===== config.mk =====
export PLATFORM = sky130hd
export DESIGN_NAME = acmp_ctrl
export DESIGN_NICKNAME = d
export VERILOG_FILES = /design/src/rtl/acmp_pkg.sv /design/src/rtl/acmp_ctrl.sv
export VERILOG_INCLUDE_DIRS = /design/src /design/src/rtl
export SDC_FILE = /design/constraint.sdc
export NUM_CORES = 1
export LEC_CHECK = 0
export BUFFER_PORTS_ARGS = -buffer_cell sky130_fd_sc_hd__buf_2
export CAP_MARGIN = 20
export CORE_ASPECT_RATIO = 2
export CORE_MARGIN = 3
export CORE_UTILIZATION = 30
export CTS_CLUSTER_SIZE = 30
export DETAILED_ROUTE_END_ITERATION = 7
export PLACE_DENSITY = 0.69
export REMOVE_ABC_BUFFERS = 1
export SLEW_MARGIN = 20
export SYNTH_ARGS = -nofsm -noshare
export SYNTH_HDL_FRONTEND = slang
export SYNTH_SLANG_ARGS = --single-unit

===== constraint.sdc =====
create_clock -name CLOCK -period 3.95 [get_ports CLOCK]
set_input_delay 0.5925 -clock CLOCK [delete_from_list [all_inputs] [get_ports CLOCK]]
set_output_delay 0.5925 -clock CLOCK [all_outputs]
set_load 0.01 [all_outputs]

===== src/rtl/acmp_defs.svh =====
// register offsets, field positions and reset values of the comparator control block
`ifndef ACMP_DEFS_SVH
`define ACMP_DEFS_SVH

// byte offsets of the registers on the apb bus
`define ACMP_OFS_CONV_CTRL 12'h000
`define ACMP_OFS_CMP_CTRL 12'h004
`define ACMP_OFS_PIN_OFF 12'h008
`define ACMP_OFS_IRQ_STATUS 12'h00c
`define ACMP_OFS_IRQ_MASK 12'h010

// converter control/status b fields
`define ACMP_CONV_MUX_EN_BIT 6
`define ACMP_CONV_TRIG_LSB 0
`define ACMP_CONV_TRIG_W 3
`define ACMP_CONV_RESET 8'h00

// comparator control/status fields
`define ACMP_CMP_POWER_OFF_BIT 7
`define ACMP_CMP_BANDGAP_BIT 6
`define ACMP_CMP_RESULT_BIT 5
`define ACMP_CMP_FLAG_BIT 4
`define ACMP_CMP_IRQ_EN_BIT 3
`define ACMP_CMP_CAPTURE_BIT 2
`define ACMP_CMP_MODE_LSB 0
`define ACMP_CMP_RESET 8'h00

// pin digital input disable fields
`define ACMP_PIN_OFF_W 2
`define ACMP_PIN_OFF_RESET 2'h0

// interrupt status and mask layout
`define ACMP_IRQ_EVENT_BIT 0

`endif


===== src/rtl/acmp_pkg.sv =====
// types shared by the comparator control block
package acmp_pkg;

    // interrupt trigger selection of the comparator output
    typedef enum logic [1:0] {
        ACMP_MODE_TOGGLE = 2'b00,
        ACMP_MODE_RESERVED = 2'b01,
        ACMP_MODE_FALL = 2'b10,
        ACMP_MODE_RISE = 2'b11
    } acmp_mode_e;

endpackage


===== src/rtl/acmp_ctrl.sv =====
// digital control, synchroniser and event logic around an analog comparator
//
// Overview of operation
// RULE_01 - result bit shows synchronised comparator, 1-2 cycles late
// RULE_02 - mux enable with converter off picks channel pin
// RULE_03 - bandgap select replaces positive pin input
// RULE_04 - power off bit writable any time
// RULE_05 - mode: toggle, reserved, falling, rising
// RULE_06 - hardware sets flag on matching output event
// RULE_07 - flag cleared by vector acknowledge or one
// RULE_08 - request needs flag, enable and global enable
// RULE_09 - software disables interrupt before changing power
// RULE_10 - software disables interrupt before changing mode
// RULE_11 - capture enable routes result to timer capture
// RULE_12 - pin disable gates digital input to zero
// RULE_13 - software clears converter power reduction before muxing
// RULE_14 - unused pin disable bits read zero
// RULE_15 - edges from synchronised history, none while off
//
// Implementation choices: the register addresses and the APB interface to the registers.
`timescale 1ns/1ns
`default_nettype none
`include "acmp_defs.svh"

module acmp_ctrl
    import acmp_pkg::*;
(
    // clock and reset
    input wire logic CLOCK,
    input wire logic NRST,
    // apb slave
    input wire logic PSEL,
    input wire logic PENABLE,
    input wire logic PWRITE,
    input wire logic [11:0] PADDR,
    input wire logic [31:0] PWDATA,
    output logic [31:0] PRDATA,
    output logic PREADY,
    output logic PSLVERR,
    // analog comparator core
    input wire logic CMP_RAW,
    output logic CMP_POWER_OFF,
    output logic POS_SEL_BANDGAP,
    output logic NEG_SEL_CHANNEL,
    output logic [2:0] NEG_CHANNEL,
    // converter side
    input wire logic CONVERTER_ENABLE,
    input wire logic [2:0] CHANNEL_SELECT_FIELD,
    output logic [2:0] CONVERTER_TRIGGER_SELECT,
    // timer capture front end
    output logic CAPTURE_INPUT,
    output logic CAPTURE_ROUTE_EN,
    // comparator pin digital inputs
    input wire logic [1:0] PIN_RAW_IN,
    output logic [1:0] PIN_DIGITAL_IN,
    // interrupt
    input wire logic GLOBAL_IRQ_EN,
    input wire logic IRQ_ACK,
    output logic IRQ
);

    // control registers
    logic negative_mux_enable_r, negative_mux_enable_nxt; // converter mux feeds negative input
    logic [2:0] converter_trigger_select_r, converter_trigger_select_nxt; // stored for the converter
    logic comparator_power_off_r, comparator_power_off_nxt; // analog core power down
    logic bandgap_select_r, bandgap_select_nxt; // bandgap on positive input
    logic compare_irq_enable_r, compare_irq_enable_nxt; // doubles as interrupt mask
    logic capture_route_enable_r, capture_route_enable_nxt; // route to timer capture
    logic [1:0] compare_irq_mode_r, compare_irq_mode_nxt; // trigger selection
    logic [1:0] pin_digital_input_off_r, pin_digital_input_off_nxt; // per pin buffer off
    logic compare_event_flag_r, compare_event_flag_nxt; // sticky event flag

    // synchroniser and edge history
    logic sync_meta_r, sync_meta_nxt; // first stage, read only by second stage
    logic compare_result_r, compare_result_nxt; // second stage, the visible result
    logic result_prev_r, result_prev_nxt; // result one clock earlier

    // read data register
    logic [31:0] prdata_r, prdata_nxt;

    // bus decode and event helpers
    logic setup_phase; // first cycle of a transfer
    logic wr_take; // write committed at this edge
    logic addr_hit; // address maps to a register
    logic rise_edge, fall_edge; // qualified result edges
    logic mode_event; // edge matching the selected mode
    logic w1c_flag; // software clearing the flag
    acmp_mode_e mode; // typed view of the mode field

    // address decode, shared by writes and error answer
    always_comb begin
        unique case (PADDR)
            `ACMP_OFS_CONV_CTRL, `ACMP_OFS_CMP_CTRL, `ACMP_OFS_PIN_OFF,
            `ACMP_OFS_IRQ_STATUS, `ACMP_OFS_IRQ_MASK: addr_hit = 1'b1;
            default: addr_hit = 1'b0;
        endcase
    end

    // zero wait state slave; read data captured in setup so it comes from a flop
    assign setup_phase = PSEL && !PENABLE;
    assign PREADY = 1'b1;
    assign PSLVERR = PSEL && PENABLE && !addr_hit;
    assign wr_take = PSEL && PENABLE && PWRITE && addr_hit;
    assign PRDATA = prdata_r;

    // read mux; unused bits and reserved fields read zero
    always_comb begin
        prdata_nxt = prdata_r;
        if (setup_phase) begin
            prdata_nxt = 32'h0000_0000;
            unique case (PADDR)
                `ACMP_OFS_CONV_CTRL: begin
                    prdata_nxt[`ACMP_CONV_MUX_EN_BIT] = negative_mux_enable_r;
                    prdata_nxt[`ACMP_CONV_TRIG_LSB +: `ACMP_CONV_TRIG_W] = converter_trigger_select_r;
                end
                `ACMP_OFS_CMP_CTRL: begin
                    prdata_nxt[`ACMP_CMP_POWER_OFF_BIT] = comparator_power_off_r;
                    prdata_nxt[`ACMP_CMP_BANDGAP_BIT] = bandgap_select_r;
                    prdata_nxt[`ACMP_CMP_RESULT_BIT] = compare_result_r; // see RULE_01
                    prdata_nxt[`ACMP_CMP_FLAG_BIT] = compare_event_flag_r;
                    prdata_nxt[`ACMP_CMP_IRQ_EN_BIT] = compare_irq_enable_r;
                    prdata_nxt[`ACMP_CMP_CAPTURE_BIT] = capture_route_enable_r;
                    prdata_nxt[`ACMP_CMP_MODE_LSB +: 2] = compare_irq_mode_r;
                end
                `ACMP_OFS_PIN_OFF: begin
                    // upper bits stay zero whatever was written; see RULE_14
                    prdata_nxt[`ACMP_PIN_OFF_W-1:0] = pin_digital_input_off_r;
                end
                `ACMP_OFS_IRQ_STATUS: prdata_nxt[`ACMP_IRQ_EVENT_BIT] = compare_event_flag_r;
                `ACMP_OFS_IRQ_MASK: prdata_nxt[`ACMP_IRQ_EVENT_BIT] = compare_irq_enable_r;
                default: prdata_nxt = 32'h0000_0000; // unmapped reads return zero
            endcase
        end
    end

    // register writes; the power off bit has no lock and is writable any time
    always_comb begin
        negative_mux_enable_nxt = negative_mux_enable_r;
        converter_trigger_select_nxt = converter_trigger_select_r;
        comparator_power_off_nxt = comparator_power_off_r;
        bandgap_select_nxt = bandgap_select_r;
        compare_irq_enable_nxt = compare_irq_enable_r;
        capture_route_enable_nxt = capture_route_enable_r;
        compare_irq_mode_nxt = compare_irq_mode_r;
        pin_digital_input_off_nxt = pin_digital_input_off_r;
        if (wr_take) begin
            unique case (PADDR)
                `ACMP_OFS_CONV_CTRL: begin
                    negative_mux_enable_nxt = PWDATA[`ACMP_CONV_MUX_EN_BIT];
                    converter_trigger_select_nxt = PWDATA[`ACMP_CONV_TRIG_LSB +: `ACMP_CONV_TRIG_W];
                end
                `ACMP_OFS_CMP_CTRL: begin
                    comparator_power_off_nxt = PWDATA[`ACMP_CMP_POWER_OFF_BIT]; // see RULE_04
                    bandgap_select_nxt = PWDATA[`ACMP_CMP_BANDGAP_BIT];
                    compare_irq_enable_nxt = PWDATA[`ACMP_CMP_IRQ_EN_BIT];
                    capture_route_enable_nxt = PWDATA[`ACMP_CMP_CAPTURE_BIT];
                    // a mode change with the enable set may fire; software guards it
                    compare_irq_mode_nxt = PWDATA[`ACMP_CMP_MODE_LSB +: 2];
                end
                `ACMP_OFS_PIN_OFF: begin
                    pin_digital_input_off_nxt = PWDATA[`ACMP_PIN_OFF_W-1:0]; // see RULE_14
                end
                `ACMP_OFS_IRQ_MASK: compare_irq_enable_nxt = PWDATA[`ACMP_IRQ_EVENT_BIT];
                default: begin
                    // status and unmapped writes touch no control bit
                end
            endcase
        end
    end

    // two flop synchroniser; result appears one to two clocks after the core
    always_comb begin
        sync_meta_nxt = CMP_RAW; // see RULE_01
        compare_result_nxt = sync_meta_r;
        result_prev_nxt = compare_result_r;
    end

    // edge detect on synchronised history, muted while the core is powered off
    assign rise_edge = !comparator_power_off_r && compare_result_r && !result_prev_r; // see RULE_15
    assign fall_edge = !comparator_power_off_r && !compare_result_r && result_prev_r; // see RULE_15
    assign mode = acmp_mode_e'(compare_irq_mode_r);

    // trigger selection; the reserved code never fires
    always_comb begin
        unique case (mode)
            ACMP_MODE_TOGGLE: mode_event = rise_edge || fall_edge; // see RULE_05
            ACMP_MODE_RESERVED: mode_event = 1'b0;
            ACMP_MODE_FALL: mode_event = fall_edge;
            ACMP_MODE_RISE: mode_event = rise_edge;
        endcase
    end

    // write one to clear through either the control or the status register
    assign w1c_flag = wr_take && (((PADDR == `ACMP_OFS_CMP_CTRL) && PWDATA[`ACMP_CMP_FLAG_BIT])
        || ((PADDR == `ACMP_OFS_IRQ_STATUS) && PWDATA[`ACMP_IRQ_EVENT_BIT]));

    // sticky flag; a new event in the clearing cycle wins so none is lost
    always_comb begin
        compare_event_flag_nxt = compare_event_flag_r;
        if (IRQ_ACK || w1c_flag) begin
            compare_event_flag_nxt = 1'b0; // see RULE_07
        end
        if (mode_event) begin
            compare_event_flag_nxt = 1'b1; // see RULE_06
        end
    end

    // all state registers; synchronous active low reset
    always_ff @(posedge CLOCK) begin
        if (!NRST) begin
            negative_mux_enable_r <= 1'(`ACMP_CONV_RESET >> `ACMP_CONV_MUX_EN_BIT);
            converter_trigger_select_r <= 3'h0;
            comparator_power_off_r <= 1'b0;
            bandgap_select_r <= 1'b0;
            compare_irq_enable_r <= 1'b0;
            capture_route_enable_r <= 1'b0;
            compare_irq_mode_r <= 2'h0;
            pin_digital_input_off_r <= `ACMP_PIN_OFF_RESET;
            compare_event_flag_r <= 1'b0;
            sync_meta_r <= 1'b0;
            compare_result_r <= 1'b0;
            result_prev_r <= 1'b0;
            prdata_r <= 32'h0000_0000;
        end else begin
            negative_mux_enable_r <= negative_mux_enable_nxt;
            converter_trigger_select_r <= converter_trigger_select_nxt;
            comparator_power_off_r <= comparator_power_off_nxt;
            bandgap_select_r <= bandgap_select_nxt;
            compare_irq_enable_r <= compare_irq_enable_nxt;
            capture_route_enable_r <= capture_route_enable_nxt;
            compare_irq_mode_r <= compare_irq_mode_nxt;
            pin_digital_input_off_r <= pin_digital_input_off_nxt;
            compare_event_flag_r <= compare_event_flag_nxt;
            sync_meta_r <= sync_meta_nxt;
            compare_result_r <= compare_result_nxt;
            result_prev_r <= result_prev_nxt;
            prdata_r <= prdata_nxt;
        end
    end

    // analog selections; converter mux only usable while the converter is off
    assign NEG_SEL_CHANNEL = negative_mux_enable_r && !CONVERTER_ENABLE; // see RULE_02
    assign NEG_CHANNEL = CHANNEL_SELECT_FIELD; // see RULE_02
    assign POS_SEL_BANDGAP = bandgap_select_r; // see RULE_03
    assign CMP_POWER_OFF = comparator_power_off_r; // see RULE_04
    assign CONVERTER_TRIGGER_SELECT = converter_trigger_select_r;

    // capture route: held low when not routed so the timer sees no edge
    assign CAPTURE_INPUT = capture_route_enable_r && compare_result_r; // see RULE_11
    assign CAPTURE_ROUTE_EN = capture_route_enable_r; // see RULE_11

    // digital input gating per comparator pin
    genvar gi;
    generate
        for (gi = 0; gi < `ACMP_PIN_OFF_W; gi++) begin : g_pin
            assign PIN_DIGITAL_IN[gi] = PIN_RAW_IN[gi] && !pin_digital_input_off_r[gi]; // see RULE_12
        end
    endgenerate

    // level request; the enable acts as the mask of the single status bit
    assign IRQ = compare_event_flag_r && compare_irq_enable_r && GLOBAL_IRQ_EN; // see RULE_08

    // checks kept beside the logic
    a_result_sync_delay: assert property (@(posedge CLOCK) disable iff (!NRST) // see RULE_01
        ($past(NRST) && $past(NRST, 2)) |-> (compare_result_r == $past(CMP_RAW, 2)))
        else $error("result bit not two clocks behind comparator");

    a_neg_mux_select: assert property (@(posedge CLOCK) disable iff (!NRST) // see RULE_02
        NEG_SEL_CHANNEL == (negative_mux_enable_r && !CONVERTER_ENABLE))
        else $error("negative input selection wrong");

    a_power_off_write: assert property (@(posedge CLOCK) disable iff (!NRST) // see RULE_04
        (wr_take && PADDR == `ACMP_OFS_CMP_CTRL) |=> (CMP_POWER_OFF == $past(PWDATA[7])))
        else $error("power off bit did not take write");

    a_rise_mode_event: assert property (@(posedge CLOCK) disable iff (!NRST) // see RULE_05
        (compare_irq_mode_r == 2'b11 && !comparator_power_off_r && !result_prev_r && compare_result_r)
        |=> compare_event_flag_r)
        else $error("rising edge did not set flag");

    a_reserved_quiet: assert property (@(posedge CLOCK) disable iff (!NRST) // see RULE_05
        (compare_irq_mode_r == 2'b01) |=> !$rose(compare_event_flag_r))
        else $error("reserved mode set the flag");

    a_flag_needs_cause: assert property (@(posedge CLOCK) disable iff (!NRST) // see RULE_06
        $rose(compare_event_flag_r) |-> $past(compare_result_r) != $past(result_prev_r))
        else $error("flag set without an output edge");

    a_ack_clears_flag: assert property (@(posedge CLOCK) disable iff (!NRST) // see RULE_07
        (IRQ_ACK && !mode_event) |=> !compare_event_flag_r)
        else $error("acknowledge did not clear flag");

    a_irq_gating: assert property (@(posedge CLOCK) disable iff (!NRST) // see RULE_08
        IRQ |-> (compare_event_flag_r && compare_irq_enable_r && GLOBAL_IRQ_EN))
        else $error("interrupt raised without all enables");

    // a zero written to the mask must silence the request on the next cycle
    a_mask_blocks_irq: assert property (@(posedge CLOCK) disable iff (!NRST) // see RULE_08
        (wr_take && PADDR == `ACMP_OFS_IRQ_MASK && !PWDATA[`ACMP_IRQ_EVENT_BIT]) |=> !IRQ)
        else $error("interrupt request not blocked by zero enable");

    a_capture_route: assert property (@(posedge CLOCK) disable iff (!NRST) // see RULE_11
        !capture_route_enable_r |-> !CAPTURE_INPUT)
        else $error("capture input driven while not routed");

    a_pin_gate_zero: assert property (@(posedge CLOCK) disable iff (!NRST) // see RULE_12
        pin_digital_input_off_r[0] |-> !PIN_DIGITAL_IN[0])
        else $error("disabled pin input not zero");

    a_pin_upper_zero: assert property (@(posedge CLOCK) disable iff (!NRST) // see RULE_14
        ($past(setup_phase) && $past(PADDR) == `ACMP_OFS_PIN_OFF) |-> (PRDATA[31:2] == 30'h0))
        else $error("unused pin disable bits not zero");

    a_off_no_edge: assert property (@(posedge CLOCK) disable iff (!NRST) // see RULE_15
        comparator_power_off_r |-> !mode_event)
        else $error("edge detected while powered off");

endmodule // acmp_ctrl
`default_nettype wire


==> out/metrics.csv, run 1 <==
stage,metric,value,unit
die,die-height,102,microns
yosys,syn_avg_cell_area,8.89,sq um
final_layout,n_fill_cell,487,
global_route,grt_pass1_wl,4580,microns
clock_network,postCtsSetupRepairBufs,0,
route,via_count,1130,
final_layout,mostFrequentLayoutCell,buf_2,
sta,skew,0.00145,ns
clock_network,cts_buffers,3,
sta,rsz0062_at_grt,false,
setup_path,r2r_end,PRDATA[0],
clock_network,cts_buffer_depth,2,
clock_network,htreeDepth,1,
place,dp.cells,245,
die,rows,34,
outcome,status,completed,
yosys,netlist_instances,155,
yosys,ys_seq_elements,24,
die,core,0.00438,sq mm
setup_path,arrival,1.58,ns
sta,max_freq,0.460,GHz
clock_network,cts_resized,0,
sta,timing.hold.ws,0.442,ns
die,floorplan.initialDensity,0.314,
die,die-area,0.00549,sq mm
setup_path,cp_max_fo,5,
setup_path,crit_buf_inv,2,
global_route,grt_pass1_vias,1081,
final_layout,final_nets,254,
power_and_ir_drop,ir_drop,197,uV
global_route,track_usage,0.116,
place,io_buffers,49,
final_layout,areaGrowthSynthToFinish,15.5,%
route,drt_iter0_drc,11,
setup_path,crit_slowest_cell,nor4_4,
sta,fin_crit,2.17,ns
final_layout,n_antenna_cell,0,
clock_network,root_buffer,clkbuf_8,
final_layout,fin_util,0.363,
power_and_ir_drop,power.density,322,mW/mm^2
setup_path,criticalPathCategory,input port to output port,
clock_network,clkLatencyLatePin,0.27,ns
yosys,yosysWarnings,0,
setup_path,cpPeakStageDelay,0.32,ns
clock_network,path_clk_slew,0.08,ns
setup_path,cp-startpoint,PADDR[1],
place,gp_congestion,0.804,
final_layout,regArea,480,sq um
setup_path,crit_end,PSLVERR,
power_and_ir_drop,p_leak,0.772,nW
setup_path,crit_family,simple AND/OR/NAND/NOR gates,
clock_network,cts.hold.buffers_added,0,
final_layout,multi_input_area,719,sq um
sta,hold_viol_final,0,
clock_network,cts.sinks,24,
yosys,synth.cell_area,0.00138,sq mm
setup_path,end_kind,output port,
clock_network,cts_tree,built,
global_route,grt_start_max_net_pins,27,
setup_path,startpoint_type,input port,
final_layout,drive_gt1_frac,0.297,
yosys,synth_top_cell_by_area,dfxtp_1,
global_route,grt-ovfl-total,0,
sta,slew_viol_final,0,
route,via_per_inst,4.54,
sta,totalNegativeSetupSlack,0,ns
setup_path,crit_top_cell,buf_2,
setup_path,required,3.36,ns
min_path,holdCritPathClass,register to register,
setup_path,r2r_cells,3,
route,drt_first_pass_iters,4,
setup_path,r2r_start,compare_event_flag_r,
flow_run,cap_violations,0,
sta,worst_pin_slew,0.791,ns
sta,final-setup-viol-count,0,
place,hpwl,2500,microns
die,io_pins,106,
final_layout,final_cell_count_no_fill,249,
yosys,synth_top_area_frac,0.349,
global_route,antenna_found_initial,0,
route,drc_errors,0,
setup_path,r2r_slack,2.90,ns
yosys,ys_seq_area_frac,0.349,
setup_path,cp.depth,5,
final_layout,final_cell_mix,"49 x buf_2, 25 x conb_1, 24 x dfxtp_1, 22 x nand2_1, 15 x mux2i_1",
yosys,synthTopCellsByArea,"dfxtp_1 35%, buf_4 15%, mux2i_1 11%",
sta,finalCritPeriodShare,0.550,
die,fp.dieW,53.9,microns
route,wl,3000,microns
sta,slew_headroom,0.468,
route,wl_per_cell,12.1,microns
route,postRouteAntennaNets,0,
yosys,yosysUniqueCellTypes,36,
power_and_ir_drop,finalPower,513,uW
setup_path,worstPathCellList,buf_2 > nor4_4 > and3_1 > a21oi_1 > buf_2,
[layer usage]
layer  GRT usage  wire length (microns)  share of wire
met4      0.0906                    119          0.040
met1      0.0916                    905           0.30
met3      0.0219                    292          0.097
met5           0                      0              0
met2       0.225                   1680           0.56
[cells by family after synthesis]
family / after synthesis / synth area share
mux: 16 / 0.125
xor+xnor: 2 / 0.0127
simple gates: 57 / 0.235
other cells: 2 / 0.00545
flops: 24 / 0.349
buf+inv: 38 / 0.192
compound gates: 16 / 0.0808
[area by class of cell]
type,instances,area share
multi-input combinational,116,0.452
sequential,24,0.302
timing repair buffer,49,0.154
tap,54,0.0425
clock buffer,3,0.0259
clock inverter,1,0.0189
inverter,2,0.00472
[registers in the layout (all words and copies together) (netlist names)]
name,flops
compare_result_r,1
POS_SEL_BANDGAP,1
PRDATA,8
CONVERTER_TRIGGER_SELECT,3
result_prev_r,1
CAPTURE_ROUTE_EN,1
pin_digital_input_off_r,2
compare_result_nxt,1
compare_irq_enable_r,1
compare_irq_mode_r,2
CMP_POWER_OFF,1
negative_mux_enable_r,1
compare_event_flag_r,1
[synth_stat cells, drive strengths merged]
library cell,instances
a21oi,2
a22o,4
a22oi,1
a31o,1
a31oi,1
and2,5
and3,3
and4b,1
buf,30
clkbuf,6
conb,2
dfxtp,24
inv,2
mux2i,15
mux4,1
nand2,22
nand2b,2
nand3,2
nand3b,1
nand4,1
nand4b,1
nor2,4
nor2b,4
nor3,2
nor3b,5
nor4,3
o211ai,1
o21ai,3
o22ai,1
o31ai,2
or3,1
xor2,2
[through the flow]
| step | worst slack (ns) | cell area, sq um |
|---|---|---|
| after floorplan | 2.10 | 1210 |
| after global placement | 1.77 | 1520 |
| after detailed placement | 1.72 | 1520 |
| after CTS | 1.77 | 1590 |
| after global routing | 1.69 | 1590 |
| final | 1.78 | 1590 |
[power breakdown]
group	leakage [nW]	internal (mW)	switching, mW	total (mW)
Clock	0.0357	0.135	0.0789	0.214
Combinational	0.542	0.0195	0.0345	0.0540
Sequential	0.194	0.243	0.00136	0.245
Total	0.772	0.398	0.115	0.513
[worst min path at each step]
stage                             startpoint               end  slack (ns)  cells after the start
after floorplan           compare_result_nxt  compare_result_r        0.41                      1
after global placement    compare_result_nxt  compare_result_r        0.41                      1
after detailed placement  compare_result_nxt  compare_result_r        0.43                      1
after CTS                 compare_result_nxt  compare_result_r        0.45                      1
after global routing      compare_result_nxt  compare_result_r        0.46                      1
final                     compare_result_nxt  compare_result_r        0.44                      1
No activity file was read; power rests on OpenSTA's default activity.
==> inputs of run 2 (changes only) <==
--- a/config.mk
+++ b/config.mk
@@ -6,6 +6,7 @@
 export SDC_FILE = /design/constraint.sdc
 export NUM_CORES = 1
 export LEC_CHECK = 0
+export ABC_AREA = 1
 export BUFFER_PORTS_ARGS = -buffer_cell sky130_fd_sc_hd__buf_2
 export CAP_MARGIN = 20
 export CORE_ASPECT_RATIO = 2
@@ -13,7 +14,7 @@
 export CORE_UTILIZATION = 30
 export CTS_CLUSTER_SIZE = 30
 export DETAILED_ROUTE_END_ITERATION = 7
-export PLACE_DENSITY = 0.69
+export PLACE_DENSITY = 0.7
 export REMOVE_ABC_BUFFERS = 1
 export SLEW_MARGIN = 20
 export SYNTH_ARGS = -nofsm -noshare
==> constraint.sdc (replaced) <==
create_clock -name CLOCK -period 1.95 [get_ports CLOCK]
set_input_delay 0.2925 -clock CLOCK [delete_from_list [all_inputs] [get_ports CLOCK]]
set_output_delay 0.2925 -clock CLOCK [all_outputs]
set_load 0.01 [all_outputs]
==> run 2 against run 1 <==
Effect of this change:
- non-clock buffer count up 2
- design area grew 12%
- clock power rose by 52%
- combinational power rose to 2.6 times the previous value
- synthesized area grew 12%
- final cell count rose by 34%
- clock-buffer cell count is 1 higher
- global-route usage is 0.24 points lower
- sequential power is 110% higher
- clock skew shrank 0.00052 ns
- utilization is essentially flat
- critical path type unchanged
- critical endpoint unchanged
==> out/metrics.csv, run 2 <==
stage,metric,value,unit
outcome,status,completed,
setup_path,startpoint_type,input port,
route,drc_errors,0,
yosys,synth.cell_area,0.00154,sq mm
die,floorplan.initialDensity,0.314,
setup_path,crit_slowest_cell,nor2_4,
yosys,yosys-top-cells-count,"46 x nand2_1, 37 x nor2_1, 36 x inv_1",
sta,skew,0.000938,ns
place,dp.cells,330,
route,wl,3340,microns
final_layout,n_antenna_cell,0,
power_and_ir_drop,power.density,546,mW/mm^2
min_path,worstHoldPathCells,3,
sta,timing.hold.ws,0.209,ns
flow_run,cap_violations,0,
setup_path,cp.depth,10,
clock_network,clkLatencyLatePin,0.26,ns
final_layout,largest_reg_flops,8,
clock_network,path_clk_slew,0.08,ns
clock_network,cts.hold.buffers_added,0,
final_layout,multi_input_area,771,sq um
clock_network,root_buffer,clkbuf_8,
yosys,synth-async-reset-ratio,0,
route,wl_per_cell,9.99,microns
setup_path,cp_max_fo,6,
clock_network,cts_tree,built,
yosys,synth_top_cell_by_area,dfxtp_1,
place,hpwl,2750,microns
sta,final-setup-viol-count,0,
sta,slew_viol_final,0,
sta,max_freq,0.634,GHz
yosys,ys_seq_area_frac,0.312,
power_and_ir_drop,p_leak,1.01,nW
sta,totalNegativeSetupSlack,0,ns
route,drt_first_pass_iters,4,
clock_network,cts_resized,0,
power_and_ir_drop,ir_drop,444,uV
setup_path,cpPeakStageDelay,0.15,ns
sta,finalCritPeriodShare,0.808,
global_route,grt_busiest_layer,met2,
route,postRouteAntennaNets,0,
sta,hold_viol_final,0,
yosys,synth-edff-count,0,
setup_path,crit_family,simple AND/OR/NAND/NOR gates,
final_layout,final_cell_mix,"49 x buf_2, 46 x nand2_1, 37 x nor2_1, 36 x inv_1, 25 x conb_1",
die,io_pins,106,
global_route,grt_use_met1,0.120,
setup_path,end_kind,output port,
route,via_per_inst,4.25,
yosys,synth.most_common_cell,nand2_1,
yosys,ys_seq_elements,24,
clock_network,cts_buffers,3,
global_route,grt_start_max_net_pins,25,
setup_path,required,1.66,ns
global_route,track_usage,0.114,
setup_path,criticalPathCategory,input port to output port,
clock_network,cts_buffer_depth,2,
die,die-area,0.00608,sq mm
power_and_ir_drop,finalPower,974,uW
setup_path,r2r_cells,4,
final_layout,areaGrowthSynthToFinish,15.8,%
clock_network,postCtsSetupRepairBufs,0,
yosys,synthTopCellsByArea,"dfxtp_1 31%, buf_4 14%, nand2_1 11%",
global_route,grt_pass1_vias,1345,
global_route,gr-usage-met2,0.216,
final_layout,drive_gt1_frac,0.267,
final_layout,regArea,480,sq um
yosys,synth_top_area_frac,0.312,
yosys,netlist_instances,230,
yosys,synth_ff_type,dfxtp_1,
place,gp_congestion,0.790,
die,fp.dieW,56.7,microns
setup_path,arrival,1.28,ns
final_layout,n_fill_cell,548,
yosys,yosysUniqueCellTypes,22,
final_layout,fin_util,0.363,
yosys,syn_avg_cell_area,6.70,sq um
sta,rsz0062_at_grt,false,
final_layout,final_cell_count_no_fill,334,
clock_network,htreeDepth,1,
global_route,grt_pass1_wl,5650,microns
die,rows,36,
global_route,antenna_found_initial,0,
die,die-height,107,microns
clock_network,cts.sinks,24,
final_layout,final_nets,336,
yosys,yosysWarnings,0,
min_path,holdCritPathClass,input port to register,
setup_path,worstPathCellList,buf_2 > nor2_2 > nand3_2 > nor2_4 > nand2_4 > nand2_2 > inv_2 > nand2_4 > nor2_1 > buf_2,
die,core,0.00491,sq mm
route,drt_iter0_drc,42,
sta,fin_crit,1.58,ns
global_route,use_met3,0.0204,
setup_path,crit_buf_inv,3,
route,via_count,1420,
place,io_buffers,49,
global_route,grt-ovfl-total,0,
final_layout,mostFrequentLayoutCell,buf_2,
run 2: cell types whose count changed in the layout (fill, tap and decap cells not counted), sizes merged, moves of 5 or more:
cell   delta
mux2i    -15
inv      +37
nand3     +7
o21ai    +11
nor2     +39
a21oi     +7
and2      -5
nor3b     -5
nand2    +29
run 2: path summary, 6_finish.rpt:
kind / slack (ns) / endpoint / from
worst max-delay path: 0.37 / PSLVERR / PADDR[7]
worst min-delay path: 0.21 / compare_result_nxt / CMP_RAW
worst max register to register: 1.03 / compare_event_flag_r / compare_result_r
worst min register to register: 0.42 / compare_result_r / compare_result_nxt
run 2: power breakdown:
group          switching (mW)  internal [mW]  total (mW)  leakage (nW)
logic                  0.0897         0.0501       0.140         0.791
registers             0.00699          0.502       0.509         0.195
clock network           0.145          0.180       0.325        0.0288
total                   0.242          0.732       0.974          1.01
run 2: logic make-up (layout without fill, tap and decap cells):
kind of cell | count (synthesis) | count (layout) | share of synthesized area
AOI/OAI and AO/OA | 27 | 27 | 0.0975
other | 2 | 25 | 0.00488
DFF | 24 | 24 | 0.312
and+or+nand+nor | 107 | 107 | 0.342
buffers and inverters | 70 | 94 | 0.244
run 2: area by class of cell:
class	count	share of cell area
clock buffer	4	0.0309
inverter	39	0.0820
multi-input combinational	159	0.432
sequential	24	0.269
tap	57	0.0400
timing repair buffer	51	0.146
run 2: routing by layer:
layer  up-vias  wire length [microns]
met3         8                    305
met2        62                   1740
met4         0                     80
li1        739                      -
met5         -                      0
met1       611                   1210
run 2: worst min-delay path: cells and delay by family:
family	cells	cell delay, ns
buffers and inverters	2	0.11
AND/OR/NAND/NOR	1	0.04
run 2: through the flow:
step | cell area [sq um] | setup slack [ns]
global placement | 1730 | 0.367
floorplan | 1400 | 0.664
CTS | 1780 | 0.357
global route | 1780 | 0.252
finish | 1780 | 0.374
detailed placement | 1730 | 0.357
